===== src/common/cpu_interrupt_sequencer_map.vh =====
// register map, field positions, reset values and timing counts of the
// interrupt sequencer; assumes 32-bit apb data with word-aligned registers
`ifndef CPU_INTERRUPT_SEQUENCER_MAP_VH
`define CPU_INTERRUPT_SEQUENCER_MAP_VH

// number of peripheral sources, source 0 is external request zero
`define NUM_SRC          8

// register byte offsets
`define OFS_CTRL         8'h00
`define OFS_ENABLE       8'h04
`define OFS_FLAG         8'h08
`define OFS_LEVELTYPE    8'h0c
`define OFS_SP           8'h10
`define OFS_STATUS       8'h14

// core control register fields
`define CTRL_GIE_BIT     0
`define CTRL_VSEL_BIT    1

// status register fields
`define STAT_BUSY_BIT    0
`define STAT_ENTRY_BIT   1
`define STAT_RET_BIT     2
`define STAT_BLOCK_BIT   3
`define STAT_SRC_LSB     8

// reset values
`define RST_ENABLE       8'h00
`define RST_LEVELTYPE    8'h00
`define RST_SP           16'h0000

// program addresses
`define APP_START        16'h0000
`define BOOT_START       16'h3800

// cycle counts (one cycle is one cpu clock)
`define ENTRY_CYCLES     4'd4
`define WAKE_EXTRA       4'd4
`define RET_CYCLES       4'd4

`endif


===== src/hw/cpu_interrupt_sequencer.v =====
// interrupt acceptance and sequencing for an 8-bit core: enables, priority,
// vector relocation, flag and level sources, entry and return sequences.
// assumes one clock; the pipeline pulses instrDone at each instruction end
// and holds while stall is high; stack memory answers reads one cycle later.
`timescale 1ns/100ps
`default_nettype none
`include "cpu_interrupt_sequencer_map.vh"

// Summary of operation
// - accept only when source and global enabled
// - lowest vector index wins, reset highest
// - vector select moves vectors to boot start
// - boot reset fuse moves reset vector
// - accepting clears global enable
// - global enable in handler allows nesting
// - return instruction sets global enable
// - vectoring clears the flag of flag sources
// - writing one clears a flag, zero keeps
// - disabled source events still set flags
// - pending flags served later by priority
// - level sources request only while present
// - one instruction runs after each return
// - status flags never saved nor restored
// - disable instruction blocks same-cycle requests
// - instruction after enable completes first
// - entry takes four cycles, pushes pc
// - multi-cycle instructions finish before entry
// - wake from sleep adds four cycles
// - return takes four cycles, pops pc
// - boot lock bits suppress interrupts by pc
// - entry push lowers stack pointer by two
module cpu_interrupt_sequencer
(
  input  wire        clk_sys,            // cpu clock, 200 MHz
  input  wire        resetn,             // synchronous reset, active low
  input  wire        psel,               // apb select
  input  wire        penable,            // apb access phase
  input  wire        pwrite,             // apb write
  input  wire [7:0]  paddr,              // apb byte address
  input  wire [31:0] pwdata,             // apb write data
  output reg  [31:0] prdata,             // apb read data
  output reg         pready,             // apb ready
  output reg         pslverr,            // apb error on unmapped address
  input  wire [7:0]  srcEvent,           // flag-type event pulses
  input  wire [7:0]  srcLevel,           // level-type conditions
  output reg  [7:0]  srcAck,             // one-cycle pulse to the served source
  input  wire        instrDone,          // pulse at end of an instruction
  input  wire        instrCli,           // with instrDone: global disable
  input  wire        instrSei,           // with instrDone: global enable
  input  wire        instrReti,          // with instrDone: return from interrupt
  input  wire        coreSleeping,       // core is asleep, awaiting wake
  input  wire [15:0] pcCurrent,          // return address to push
  input  wire        pcInBoot,           // pc lies in the boot section
  input  wire        bootResetFuse,      // boot reset fuse programmed
  input  wire        appBootLockBit,     // app lock bit programmed
  input  wire        bootSectionLockBit, // boot lock bit programmed
  input  wire [7:0]  stackRdata,         // stack read data, one cycle late
  output reg         stackWe,            // stack write strobe
  output reg         stackRe,            // stack read strobe
  output reg  [15:0] stackAddr,          // stack byte address
  output reg  [7:0]  stackWdata,         // stack write data
  output reg         pcLoad,             // one-cycle pulse: load pcVector
  output reg  [15:0] pcVector,           // new program counter
  output reg         stall,              // pipeline hold
  output reg         globalEnable        // global interrupt enable bit
);

  localparam ST_RST   = 4'b0001;
  localparam ST_IDLE  = 4'b0010;
  localparam ST_ENTRY = 4'b0100;
  localparam ST_RET   = 4'b1000;

  reg  [3:0]  state;
  reg  [3:0]  cnt;
  reg  [3:0]  entryLast;
  reg         vecSel;
  reg  [7:0]  srcEnable;
  reg  [7:0]  flag;
  reg  [7:0]  levelType;
  reg  [15:0] sp;
  reg  [2:0]  curSrc;
  reg         blockOne;
  reg  [15:0] pcSave;
  reg  [7:0]  popHigh;
  reg  [2:0]  winner;
  reg  [31:0] rdMux;
  reg         rdErr;
  wire [7:0]  req;
  wire [7:0]  nextFlag;
  wire [7:0]  hwClr;
  wire        anyReq;
  wire        lockBlock;
  wire        boundary;
  wire        accept;
  wire        apbWr;
  wire        apbRd;
  wire        retStart;
  wire [15:0] vecBase;
  integer     k;

  // apb access strobes, one per transfer
  assign apbWr = psel & penable & pwrite & ~pready;
  assign apbRd = psel & penable & ~pwrite & ~pready;

  // request per source and flag update per bit
  genvar i;
  generate
    for (i = 0; i < `NUM_SRC; i = i + 1)
    begin : gen_src
      assign req[i] = srcEnable[i] & (levelType[i] ? srcLevel[i] : flag[i]);
      assign hwClr[i] = accept & (winner == i) & ~levelType[i];
      assign nextFlag[i] = (srcEvent[i] & ~levelType[i]) ? 1'b1 :
                           ((apbWr & (paddr == `OFS_FLAG) & pwdata[i]) | hwClr[i]) ? 1'b0 :
                           flag[i];
    end
  endgenerate

  assign anyReq = |req;

  // fixed priority: lowest index is the lowest vector address
  always @*
  begin
    winner = 3'd0;
    for (k = `NUM_SRC - 1; k >= 0; k = k - 1)
    begin
      if (req[k])
        winner = k[2:0];
    end
  end

  // boot lock bits block interrupts while executing in a locked section that does not hold the vectors
  assign lockBlock = vecSel ? (~pcInBoot & appBootLockBit)
                            : (pcInBoot & bootSectionLockBit);

  // accept only at an instruction end, or from sleep once the block clears
  assign boundary = instrDone ? ~instrReti : (coreSleeping & ~blockOne);
  assign accept   = (state == ST_IDLE) & globalEnable & ~(instrDone & instrCli)
                    & ~lockBlock & anyReq & boundary;
  assign retStart = (state == ST_IDLE) & instrDone & instrReti;

  assign vecBase = vecSel ? `BOOT_START : `APP_START;

  // flag, enable and type registers
  always @(posedge clk_sys)
  begin
    if (!resetn)
    begin
      flag      <= 8'h00;
      srcEnable <= `RST_ENABLE;
      levelType <= `RST_LEVELTYPE;
      vecSel    <= 1'b0;
    end
    else
    begin
      flag <= nextFlag;
      if (apbWr && paddr == `OFS_ENABLE)
        srcEnable <= pwdata[7:0];
      if (apbWr && paddr == `OFS_LEVELTYPE)
        levelType <= pwdata[7:0];
      if (apbWr && paddr == `OFS_CTRL)
        vecSel <= pwdata[`CTRL_VSEL_BIT];
    end
  end

  // global enable: entry clears, disable clears, enable and return set
  always @(posedge clk_sys)
  begin
    if (!resetn)
      globalEnable <= 1'b0;
    else if (accept)
      globalEnable <= 1'b0;
    else if (state == ST_RET && cnt == `RET_CYCLES - 4'd1)
      globalEnable <= 1'b1;
    else if (instrDone && instrCli)
      globalEnable <= 1'b0;
    else if (instrDone && instrSei)
      globalEnable <= 1'b1;
    else if (apbWr && paddr == `OFS_CTRL)
      globalEnable <= pwdata[`CTRL_GIE_BIT];
  end

  // one-instruction guard after return or enable, released by instrDone
  always @(posedge clk_sys)
  begin
    if (!resetn)
      blockOne <= 1'b0;
    else if (state == ST_RET && cnt == `RET_CYCLES - 4'd1)
      blockOne <= 1'b1;
    else if (instrDone && instrSei)
      blockOne <= 1'b1;
    else if (instrDone)
      blockOne <= 1'b0;
  end

  // sequencer: reset vector, entry push, return pop
  // the status flags register is left alone in both sequences
  always @(posedge clk_sys)
  begin
    if (!resetn)
    begin
      state      <= ST_RST;
      cnt        <= 4'd0;
      entryLast  <= 4'd0;
      curSrc     <= 3'd0;
      pcSave     <= 16'h0000;
      popHigh    <= 8'h00;
      sp         <= `RST_SP;
      stackWe    <= 1'b0;
      stackRe    <= 1'b0;
      stackAddr  <= 16'h0000;
      stackWdata <= 8'h00;
      pcLoad     <= 1'b0;
      pcVector   <= 16'h0000;
      stall      <= 1'b1;
      srcAck     <= 8'h00;
    end
    else
    begin
      stackWe <= 1'b0;
      stackRe <= 1'b0;
      pcLoad  <= 1'b0;
      srcAck  <= 8'h00;
      if (apbWr && paddr == `OFS_SP && state == ST_IDLE && !accept && !retStart)
        sp <= pwdata[15:0];
      case (state)
        ST_RST:
        begin
          pcLoad   <= 1'b1;
          pcVector <= bootResetFuse ? `BOOT_START : `APP_START;
          stall    <= 1'b0;
          state    <= ST_IDLE;
        end
        ST_IDLE:
        begin
          if (accept)
          begin
            state     <= ST_ENTRY;
            cnt       <= 4'd0;
            entryLast <= coreSleeping ? (`ENTRY_CYCLES + `WAKE_EXTRA - 4'd1)
                                      : (`ENTRY_CYCLES - 4'd1);
            curSrc    <= winner;
            pcSave    <= pcCurrent;
            stall     <= 1'b1;
            srcAck    <= 8'h01 << winner;
          end
          else if (retStart)
          begin
            state <= ST_RET;
            cnt   <= 4'd0;
            stall <= 1'b1;
          end
        end
        ST_ENTRY:
        begin
          cnt <= cnt + 4'd1;
          if (cnt == entryLast - 4'd2)
          begin
            stackWe    <= 1'b1;
            stackAddr  <= sp;
            stackWdata <= pcSave[7:0];
          end
          else if (cnt == entryLast - 4'd1)
          begin
            stackWe    <= 1'b1;
            stackAddr  <= sp - 16'h0001;
            stackWdata <= pcSave[15:8];
            sp         <= sp - 16'h0002;
          end
          else if (cnt == entryLast)
          begin
            pcLoad   <= 1'b1;
            pcVector <= vecBase + {11'h000, {1'b0, curSrc} + 4'd1, 1'b0};
            stall    <= 1'b0;
            state    <= ST_IDLE;
          end
        end
        ST_RET:
        begin
          cnt <= cnt + 4'd1;
          if (cnt == 4'd0)
          begin
            stackRe   <= 1'b1;
            stackAddr <= sp + 16'h0001;
          end
          else if (cnt == 4'd1)
          begin
            stackRe   <= 1'b1;
            stackAddr <= sp + 16'h0002;
          end
          else if (cnt == 4'd2)
            popHigh <= stackRdata; // byte at sp+1 arrives the cycle after its strobe
          else
          begin
            pcLoad   <= 1'b1;
            pcVector <= {popHigh, stackRdata};
            sp       <= sp + 16'h0002;
            stall    <= 1'b0;
            state    <= ST_IDLE;
          end
        end
        default:
        begin
          state <= ST_RST;
          stall <= 1'b1;
        end
      endcase
    end
  end

  // read mux and unmapped-address decode
  always @*
  begin
    rdMux = 32'h00000000;
    rdErr = 1'b0;
    case (paddr)
      `OFS_CTRL:
      begin
        rdMux[`CTRL_GIE_BIT]  = globalEnable;
        rdMux[`CTRL_VSEL_BIT] = vecSel;
      end
      `OFS_ENABLE:    rdMux[7:0]  = srcEnable;
      `OFS_FLAG:      rdMux[7:0]  = flag;
      `OFS_LEVELTYPE: rdMux[7:0]  = levelType;
      `OFS_SP:        rdMux[15:0] = sp;
      `OFS_STATUS:
      begin
        rdMux[`STAT_BUSY_BIT]  = stall;
        rdMux[`STAT_ENTRY_BIT] = (state == ST_ENTRY);
        rdMux[`STAT_RET_BIT]   = (state == ST_RET);
        rdMux[`STAT_BLOCK_BIT] = blockOne;
        rdMux[`STAT_SRC_LSB + 2:`STAT_SRC_LSB] = curSrc;
      end
      default:        rdErr = 1'b1;
    endcase
  end

  // apb answer: one wait state, ready in the second access cycle
  always @(posedge clk_sys)
  begin
    if (!resetn)
    begin
      pready  <= 1'b0;
      pslverr <= 1'b0;
      prdata  <= 32'h00000000;
    end
    else
    begin
      pready  <= psel & penable & ~pready;
      pslverr <= psel & penable & ~pready & rdErr;
      if (apbRd)
        prdata <= rdErr ? 32'h00000000 : rdMux;
    end
  end

endmodule

`default_nettype wire


===== config.mk =====
export PLATFORM = sky130hd
export DESIGN_NAME = cpu_interrupt_sequencer
export DESIGN_NICKNAME = d
export VERILOG_FILES = /design/src/hw/cpu_interrupt_sequencer.v
export VERILOG_INCLUDE_DIRS = /design/src /design/src/common
export SDC_FILE = /design/constraint.sdc
export NUM_CORES = 1
export LEC_CHECK = 0
export BUFFER_PORTS_ARGS = -buffer_cell sky130_fd_sc_hd__buf_2
export CORE_MARGIN = 2
export CORE_UTILIZATION = 55
export CTS_BUF_LIST = sky130_fd_sc_hd__clkbuf_2 sky130_fd_sc_hd__clkbuf_4 sky130_fd_sc_hd__clkbuf_8
export CTS_CLUSTER_DIAMETER = 150
export DETAILED_ROUTE_END_ITERATION = 10
export HOLD_SLACK_MARGIN = 0.05
export PLACE_DENSITY_LB_ADDON = 0.2
export SLEW_MARGIN = 20
export SYNTH_ARGS = -nofsm -noshare
export SYNTH_HDL_FRONTEND = slang
export SYNTH_SLANG_ARGS = --single-unit

===== constraint.sdc =====
create_clock -name clk_sys -period 2.8 [get_ports clk_sys]
set_input_delay 0.28 -clock clk_sys [delete_from_list [all_inputs] [get_ports clk_sys]]
set_output_delay 0.28 -clock clk_sys [all_outputs]
set_load 0.1 [all_outputs]

==> flow_summary.rst, run 1 <==
.. list-table::
   :header-rows: 1

   * - Metric
     - Value
   * - Outcome
     - completed
   * - Maximum number of buffers from clock root to sink
     - 2
   * - Post-synth ARST share
     - 0%
   * - Vertical die dimension
     - roughly 130 um
   * - Detailed router's first-iteration violation count
     - ~630
   * - Tightest Pin Transition
     - ~0.92 ns
   * - Most numerous cell in the Yosys netlist
     - sky130_fd_sc_hd__dfxtp_1
   * - Initial cell density of the core
     - 56.2%
   * - Startpoint class of the critical path
     - flop
   * - Endpoint of the worst register-to-register path
     - stackAddr[10]$_SDFFE_PN0P_
   * - Synth Instances
     - approximately 960
   * - Normalized max-slew margin
     - just under 40%
   * - Weighted congestion at the end of routability-driven global placement
     - 0.900
   * - Final total negative setup slack
     - 0 ns
   * - #FFs+latches synth
     - 150
   * - Number of buffers and inverters on the critical path
     - 2
   * - Count of buffers from port buffering
     - approximately 150
   * - Residual DRC count
     - 0
   * - Core area
     - roughly 15000 um2
   * - Final Max Tran Viols
     - 0
   * - Die Area
     - roughly 16000 um2
   * - Post-layout nets
     - 1206
   * - Depth of the worst register-to-register path
     - 8
   * - Top Family by Delay on Critical Path
     - compound AO/OA/AOI/OAI gates
   * - Non-filler cells, final
     - ~1300
   * - Vias
     - 7769
   * - WP depth
     - 8
   * - Area overhead of the layout relative to synthesis
     - 17.7%
   * - Maximum capacitance violations
     - 0
   * - Critical Path Max Stage Delay
     - 0.45 ns
   * - Standby leakage power
     - between 0.004 and 0.005 uW
   * - # Post-CTS Setup Buffers
     - 0
   * - Routed wire per std cell
     - between 15 and 20 um
   * - HPWL reported at the end of detailed placement
     - ~16000 um
   * - Total grt overflow
     - 0
   * - Highest ir drop seen on vdd
     - about 0.35 mV
   * - Maximum frequency from static timing analysis
     - roughly 0.39 GHz
   * - Worst setup path end
     - stackAddr[10]$_SDFFE_PN0P_
   * - Start point of the critical path
     - entryLast[1]$_SDFFE_PN0P_
   * - Clk Tree Root Cell
     - sky130_fd_sc_hd__clkbuf_8
   * - Setup slack of the most critical reg-to-reg path
     - around 0.23 ns
   * - Pin count of the biggest net entering global routing
     - 83
   * - Clock slew at reported path FFs
     - around 0.080 ns
   * - Netlist area before placement
     - around 8000 um2
   * - First-pass GRT wire length
     - roughly 35000 um
   * - Mean instance size in the synthesized netlist
     - around 8.5 um2
   * - Main flop type after synthesis
     - sky130_fd_sc_hd__dfxtp_1
   * - Clock latency of the later-clocked register in the worst-skew pair
     - ~0.45 ns
   * - Dominant cell type by area after synthesis
     - sky130_fd_sc_hd__dfxtp_1
   * - Category of the critical setup timing path
     - flop to flop
   * - Via density per instance
     - about 6
   * - Critical path endpoint category
     - flop
   * - Maximum net fanout on the critical path
     - 11
   * - Number of H-tree branching levels
     - 4
   * - Clock tree from TritonCTS
     - built
   * - Startpoint of the lowest-slack register-to-register path
     - entryLast[1]$_SDFFE_PN0P_
   * - Vias in the first global route
     - approximately 7200
   * - Required time of the critical path
     - roughly 3.1 ns
   * - Final Hold Vio Count
     - 0
   * - I/O Pins
     - roughly 180
   * - Synth top area share
     - a little under two fifths
   * - Ordered cell list for the critical path
     - inv_1 > ha_1 > xnor2_1 > a2111oi_4 > nor2_2 > buf_4 > nor2_1 > a2111oi_1
   * - Unrepaired setup endpoints after global routing
     - no
   * - Final count of negative-setup-slack endpoints
     - 0
   * - Critical path arrival
     - between 2 and 3 ns
   * - Cell count after placement
     - ~1300
   * - Number of antenna violations at the first check in global routing
     - 0
   * - Routed wire length
     - around 22000 um
   * - Clock Skews
     - between 0.007 and 0.008 ns
   * - Worst hold slack
     - approximately 0.067 ns
   * - Most numerous cell types in the synthesized netlist
     - 150 x sky130_fd_sc_hd__dfxtp_1, 105 x sky130_fd_sc_hd__nor2_1, 100 x sky130_fd_sc_hd__nand2_1
   * - Power per unit of standard cell area
     - around 550 nW/um2
   * - Antenna diodes
     - 0
   * - Synth area leaders
     - sky130_fd_sc_hd__dfxtp_1 37%, sky130_fd_sc_hd__mux2i_1 9.7%, sky130_fd_sc_hd__nor2_1 4.8%, sky130_fd_sc_hd__nand2_1 4.6%, sky130_fd_sc_hd__a21oi_1 2.9%
   * - Total number of yosys warnings
     - 0
   * - Number of flops mapped to enable cells by yosys
     - 0
   * - # rows
     - 44
   * - Post-cts resize count
     - 0
   * - Worst hold path class
     - primary input to flop
   * - Antenna Violating Nets Remaining
     - 0
   * - Number of iterations in the first detailed-routing pass
     - 5
   * - Max stage delay cell, worst path
     - sky130_fd_sc_hd__dfxtp_1
   * - Cell variety after synth
     - 90
   * - Minimum clock period
     - between 2 and 3 ns
   * - TritonCTS Sinks
     - 150
   * - Share of post-route cells with drive strength above 1
     - between 20% and 30%
   * - Chip width
     - 126 um
   * - Portion of the post-synthesis area used by sequential elements
     - between 30% and 40%
   * - TritonCTS buffer count
     - 17
   * - Share of the clock period used by the worst path
     - 91.9%
   * - Global router's overall resource usage
     - between 20% and 30%
[layout by cell type (no fill, tap or decap), types with 4 or more instances in the layout]
master,Yosys,final
sky130_fd_sc_hd__o211ai_1,8,8
sky130_fd_sc_hd__xor2_1,10,10
sky130_fd_sc_hd__xnor2_1,6,6
sky130_fd_sc_hd__clkbuf_8,0,19
sky130_fd_sc_hd__nand2_1,100,100
sky130_fd_sc_hd__mux2i_1,79,79
sky130_fd_sc_hd__a21oi_1,47,47
sky130_fd_sc_hd__o221ai_1,10,10
sky130_fd_sc_hd__dlygate4sd3_1,0,6
sky130_fd_sc_hd__conb_1,1,16
sky130_fd_sc_hd__or3_1,10,10
sky130_fd_sc_hd__a221oi_1,10,10
sky130_fd_sc_hd__dfxtp_1,150,150
sky130_fd_sc_hd__nor3_1,24,24
sky130_fd_sc_hd__o22ai_1,14,14
sky130_fd_sc_hd__nor2b_1,6,6
sky130_fd_sc_hd__mux2_2,8,8
sky130_fd_sc_hd__a21o_1,6,6
sky130_fd_sc_hd__a31oi_1,4,4
sky130_fd_sc_hd__nand3_1,45,45
sky130_fd_sc_hd__nor2_1,105,105
sky130_fd_sc_hd__nand4_1,8,8
sky130_fd_sc_hd__nor3b_1,8,8
sky130_fd_sc_hd__buf_4,17,43
sky130_fd_sc_hd__nor4_1,9,9
sky130_fd_sc_hd__nand3b_1,14,14
sky130_fd_sc_hd__ha_1,11,11
sky130_fd_sc_hd__bufinv_16,0,5
sky130_fd_sc_hd__a22oi_1,7,7
sky130_fd_sc_hd__nand2b_1,4,4
sky130_fd_sc_hd__a311oi_1,12,12
sky130_fd_sc_hd__inv_1,12,12
sky130_fd_sc_hd__o21ai_0,32,32
sky130_fd_sc_hd__and3_1,9,9
sky130_fd_sc_hd__and2_1,8,8
sky130_fd_sc_hd__buf_2,20,148
sky130_fd_sc_hd__nor4b_1,5,4
sky130_fd_sc_hd__a32oi_1,5,5
[flip-flops by register name, indices dropped and copies added, names as in the netlist, 2 cells and up]
signal      count
pcSave         16
pcVector       16
prdata         16
sp             16
stackAddr      16
flag            8
levelType       8
popHigh         8
srcAck          8
srcEnable       8
stackWdata      8
cnt             4
state           4
curSrc          3
entryLast       2
[routing by layer]
| layer | track usage [%] | up-vias | part of all wire, % |
|---|---|---|---|
| met1 | 36.9 | 3720 | 46 |
| met3 | 5.23 | 34 | 5.8 |
| met2 | 44.1 | 261 | 46 |
| li1 | - | 3754 | - |
| met4 | 8.86 | 0 | 1.8 |
| met5 | 0 | - | 0 |
[stage by stage]
step                      utilization (%)  area, um2  worst slack (ns)  power [uW]
after floorplan                         -       8220             0.321        3190
after global placement               62.5       9080             0.308        3400
after detailed placement             62.5       9080             0.266        3410
after CTS                            66.1       9600             0.244        5340
after global routing                 66.1       9610           0.00445        5530
final                                66.1       9610             0.226        5330
[area by class of cell]
class	instances	area (um2)
multi-input combinational	721	4720
clock inverter	11	196
clock buffer	20	269
timing repair buffer	198	1140
inverter	13	50.0
tap	184	230
fill	1347	4920
sequential	150	3000
[tightest hold or removal path, stage by stage]
cell                      delay (ns)
sky130_fd_sc_hd__buf_2          0.08
sky130_fd_sc_hd__mux2i_1        0.05
sky130_fd_sc_hd__nor2_1         0.07
[worst min-delay path by stage]
stage / from / end / cells after the start
after floorplan: coreSleeping / entryLast[2]$_SDFFE_PN0P_ / 2
after global placement: pcVector[0]$_SDFFE_PN0P_ / pcVector[0]$_SDFFE_PN0P_ / 2
after detailed placement: pcVector[6]$_SDFFE_PN0P_ / pcVector[6]$_SDFFE_PN0P_ / 2
after CTS: pcCurrent[0] / pcSave[0]$_SDFFE_PN0P_ / 3
after global routing: pcCurrent[9] / pcSave[9]$_SDFFE_PN0P_ / 3
final: pcCurrent[10] / pcSave[10]$_SDFFE_PN0P_ / 3
[power breakdown]
| part | total (uW) | switching, uW | internal, uW | leakage, uW |
|---|---|---|---|---|
| combinational | 1110 | 782 | 327 | 0.00270 |
| clock | 1960 | 839 | 1120 | 0.000229 |
| sequential | 2260 | 63.7 | 2200 | 0.00121 |
[timing repair]
| action | CTS | global route |
|---|---|---|
| setup endpoints to repair | 0 | 0 |
| hold endpoints to repair | 5 | 1 |
| hold buffers | 5 | 1 |
[logic make-up after synthesis]
logic type | after synthesis | synth area share (%)
AO/OA/AOI/OAI | 201 | 18.0
XOR/XNOR | 16 | 1.72
adder cells (fa/ha/maj) | 11 | 1.69
buffers and inverters | 105 | 6.19
flip-flops | 150 | 36.8
multiplexers | 89 | 11.2
other | 1 | 0.0459
AND/OR/NAND/NOR | 388 | 24.4
Note: power is estimated with default switching activity, not from simulation.
==> run 2: changes to the inputs <==
--- a/config.mk
+++ b/config.mk
@@ -14,6 +14,7 @@
 export DETAILED_ROUTE_END_ITERATION = 10
 export HOLD_SLACK_MARGIN = 0.05
 export PLACE_DENSITY_LB_ADDON = 0.2
+export RECOVER_POWER = 25
 export SLEW_MARGIN = 20
 export SYNTH_ARGS = -nofsm -noshare
 export SYNTH_HDL_FRONTEND = slang
==> run 2 against run 1 <==
Clock skew about the same; routed wire length shrank 0.22%; largest cell class unchanged; combinational power about the same; sequential share of layout area increased by 0.21 points; utilization down 0.44 points; first-iteration DRC count is 5.7% higher; sequential cell count unchanged; die area did not move; non-clock buffer count unchanged; largest power group unchanged.
==> flow_summary.rst, run 2 (same netlist as run 1, synthesis figures left out) <==
.. list-table::
   :header-rows: 1

   * - Metric
     - Value
   * - Normalized max-slew margin
     - 20.6% (-18 points)
   * - Hold Crit Start
     - pcCurrent[10]
   * - Via density per instance
     - 5.95 (-0.62%)
   * - Logic pwr share
     - 20.7% (about the same)
   * - Max stage delay cell, worst path
     - sky130_fd_sc_hd__nor2_2
   * - Antenna Violating Nets Remaining
     - 0 (unchanged)
   * - Antenna diodes
     - 0 (unchanged)
   * - # rows
     - 44 (unchanged)
   * - Internal Pwr Total
     - 3640 uW (-0.20%)
   * - Post-route standard cell area excluding fillers
     - 9550 um2 (-0.66%)
   * - Clk Tree Root Cell
     - sky130_fd_sc_hd__clkbuf_8
   * - Number of cells on the worst hold path
     - 3 (unchanged)
   * - Unrepaired setup endpoints after global routing
     - no
   * - Clock latency of the later-clocked register in the worst-skew pair
     - 0.45 ns (about the same)
   * - Tightest Pin Transition
     - 1.20 ns (+0.279 ns)
   * - Critical Path Max Stage Delay
     - 0.45 ns (about the same)
   * - Vias in the first global route
     - 7162 (unchanged)
   * - Detailed router's first-iteration violation count
     - 664 (+5.7%)
   * - Initial cell density of the core
     - 56.2% (unchanged)
   * - Switching power total
     - 1690 uW (about the same)
   * - Vertical die dimension
     - 126 um (unchanged)
   * - Final Max Tran Viols
     - 0 (unchanged)
   * - TritonCTS Sinks
     - 150 (unchanged)
   * - Ordered cell list for the critical path
     - inv_1 > ha_1 > xnor2_1 > a2111oi_4 > nor2_2 > buf_4 > nor2_1 > a2111oi_1
   * - Share of post-route cells with drive strength above 1
     - 19.2% (-4.6 points)
   * - Standby leakage power
     - 0.00393 uW (-5.3%)
   * - Required time of the critical path
     - 3.14 ns (about the same)
   * - Vias
     - 7721 (-0.62%)
   * - Total grt overflow
     - 0 (unchanged)
   * - Share of the clock period used by the worst path
     - 91.9% (about the same)
   * - Clock Skews
     - 0.00800 ns (+0.000390 ns)
   * - Core area
     - 14500 um2 (unchanged)
   * - Power per unit of standard cell area
     - 558 nW/um2 (+0.54%)
   * - Most common library cell in the layout ignoring fill and taps
     - sky130_fd_sc_hd__dfxtp_1
   * - Minimum clock period
     - 2.57 ns (-0.000962 ns)
   * - Endpoint of the worst register-to-register path
     - stackAddr[10]$_SDFFE_PN0P_
   * - Setup slack of the most critical reg-to-reg path
     - 0.23 ns (about the same)
   * - Net Sw Frac
     - 31.7% (+0.049 points)
   * - Maximum number of buffers from clock root to sink
     - 2 (unchanged)
   * - Residual DRC count
     - 0 (unchanged)
   * - Routed wire per std cell
     - 16.9 um (-0.22%)
   * - Most frequent cells in the layout
     - 150 x sky130_fd_sc_hd__dfxtp_1, 105 x sky130_fd_sc_hd__nor2_1, 100 x sky130_fd_sc_hd__nand2_1
   * - Post-place instance area
     - 9080 um2 (unchanged)
   * - Final Hold Vio Count
     - 0 (unchanged)
   * - Clock Power Share
     - 36.8% (about the same)
   * - Clock slew at reported path FFs
     - 0.08 ns (about the same)
   * - Maximum net fanout on the critical path
     - 11 (unchanged)
   * - Final count of negative-setup-slack endpoints
     - 0 (unchanged)
   * - Category of the critical setup timing path
     - flop to flop
   * - Outcome
     - completed
   * - Global router's overall resource usage
     - 27.3% (unchanged)
   * - TritonCTS buffer count
     - 17 (unchanged)
   * - Hold EP
     - pcSave[10]$_SDFFE_PN0P_
   * - First-pass GRT wire length
     - 35500 um (unchanged)
   * - Number of H-tree branching levels
     - 4 (unchanged)
   * - Critical path endpoint category
     - flop
   * - Area overhead of the layout relative to synthesis
     - 16.9%
   * - Startpoint of the lowest-slack register-to-register path
     - entryLast[1]$_SDFFE_PN0P_
   * - I/O Pins
     - 181 (unchanged)
   * - Highest ir drop seen on vdd
     - 0.346 mV (-0.21%)
   * - Overall power after layout
     - 5320 uW (-0.13%)
   * - Maximum capacitance violations
     - 0 (unchanged)
   * - Weighted congestion at the end of routability-driven global placement
     - 0.900 (unchanged)
   * - Post-cts resize count
     - 0 (unchanged)
   * - Chip width
     - 126 um (unchanged)
   * - Maximum frequency from static timing analysis
     - 0.389 GHz (about the same)
   * - Critical path arrival
     - 2.91 ns (about the same)
   * - Count of buffers from port buffering
     - 148 (unchanged)
   * - Post-Route Utilization
     - 65.7% (-0.44 points)
   * - Startpoint class of the critical path
     - flop
   * - Routed wire length
     - 21900 um (-0.22%)
   * - Final total negative setup slack
     - 0 ns (unchanged)
   * - Die Area
     - 15800 um2 (unchanged)
   * - Sequential share of power
     - 42.5% (about the same)
   * - Depth of the worst register-to-register path
     - 8 (unchanged)
   * - Clock tree from TritonCTS
     - built
   * - HPWL reported at the end of detailed placement
     - 15500 um (unchanged)
   * - Pin count of the biggest net entering global routing
     - 83 (unchanged)
   * - Post-layout nets
     - 1206 (unchanged)
   * - Worst hold path class
     - primary input to flop
   * - Number of antenna violations at the first check in global routing
     - 0 (unchanged)
   * - Number of iterations in the first detailed-routing pass
     - 5 (unchanged)
-- run 2: metal layers --
layer / wire length (um) / vias to the layer above / global-route usage, % / share of wire [%]
li1: - / 3756 / - / -
met1: 10000 / 3667 / 36.9 / 46
met2: 10000 / 256 / 44.1 / 46
met3: 1350 / 42 / 5.23 / 6.2
met4: 432 / 0 / 8.86 / 2.0
met5: 0 / - / 0 / 0
-- run 2: worst max path at each step --
stage | from | end | slack [ns]
after floorplan | pready$_SDFF_PN0_ | sp[8]$_SDFF_PN0_ | 0.32
after global placement | entryLast[1]$_SDFFE_PN0P_ | stackAddr[10]$_SDFFE_PN0P_ | 0.31
after detailed placement | entryLast[1]$_SDFFE_PN0P_ | stackAddr[10]$_SDFFE_PN0P_ | 0.27
after CTS | entryLast[1]$_SDFFE_PN0P_ | stackAddr[10]$_SDFFE_PN0P_ | 0.24
after global routing | entryLast[1]$_SDFFE_PN0P_ | stackAddr[10]$_SDFFE_PN0P_ | 0.004
final | entryLast[1]$_SDFFE_PN0P_ | stackAddr[10]$_SDFFE_PN0P_ | 0.23
-- run 2: what timing repair did --
action / 4_1_cts / 5_1_grt
hold buffers: 5 / 1
setup endpoints to repair: 0 / 0
hold endpoints to repair: 5 / 1
buffers inserted: 0 / 0
-- run 2: power by group through the flow --
stage                     Combinational, uW  Sequential [uW]  Clock [uW]
after floorplan                         633             2550           0
after CTS                              1100             2260        1980
after detailed placement               1090             2310           0
after global placement                 1090             2310           0
final                                  1100             2260        1960
after global routing                   1170             2280        2070
-- run 2: worst max-delay path: cells and delay by family (launching register included) --
kind,cells,cell delay [ns]
AND/OR/NAND/NOR,2,0.49
flip-flops,1,0.44
adder cells (fa/ha/maj),1,0.31
XOR/XNOR,1,0.43
buffers and inverters,2,0.32
AO/OA/AOI/OAI,2,0.48
-- run 2: cell type report --
type,count,area (um2)
clock inverters,11,196
flip-flops and latches,150,3000
repair buffers,198,1080
clock buffers,20,269
inverters,13,50.0
fillers,1372,4990
well taps,184,230
multi-input cells,721,4720
-- run 2: per-stage QoR --
stage	setup slack (ns)	cells	hold slack (ns)
floorplan	0.321	976	0.424
global placement	0.308	1260	0.438
detailed placement	0.266	1260	0.443
CTS	0.244	1296	0.0508
global route	0.00445	1297	0.0559
finish	0.227	1297	0.0671
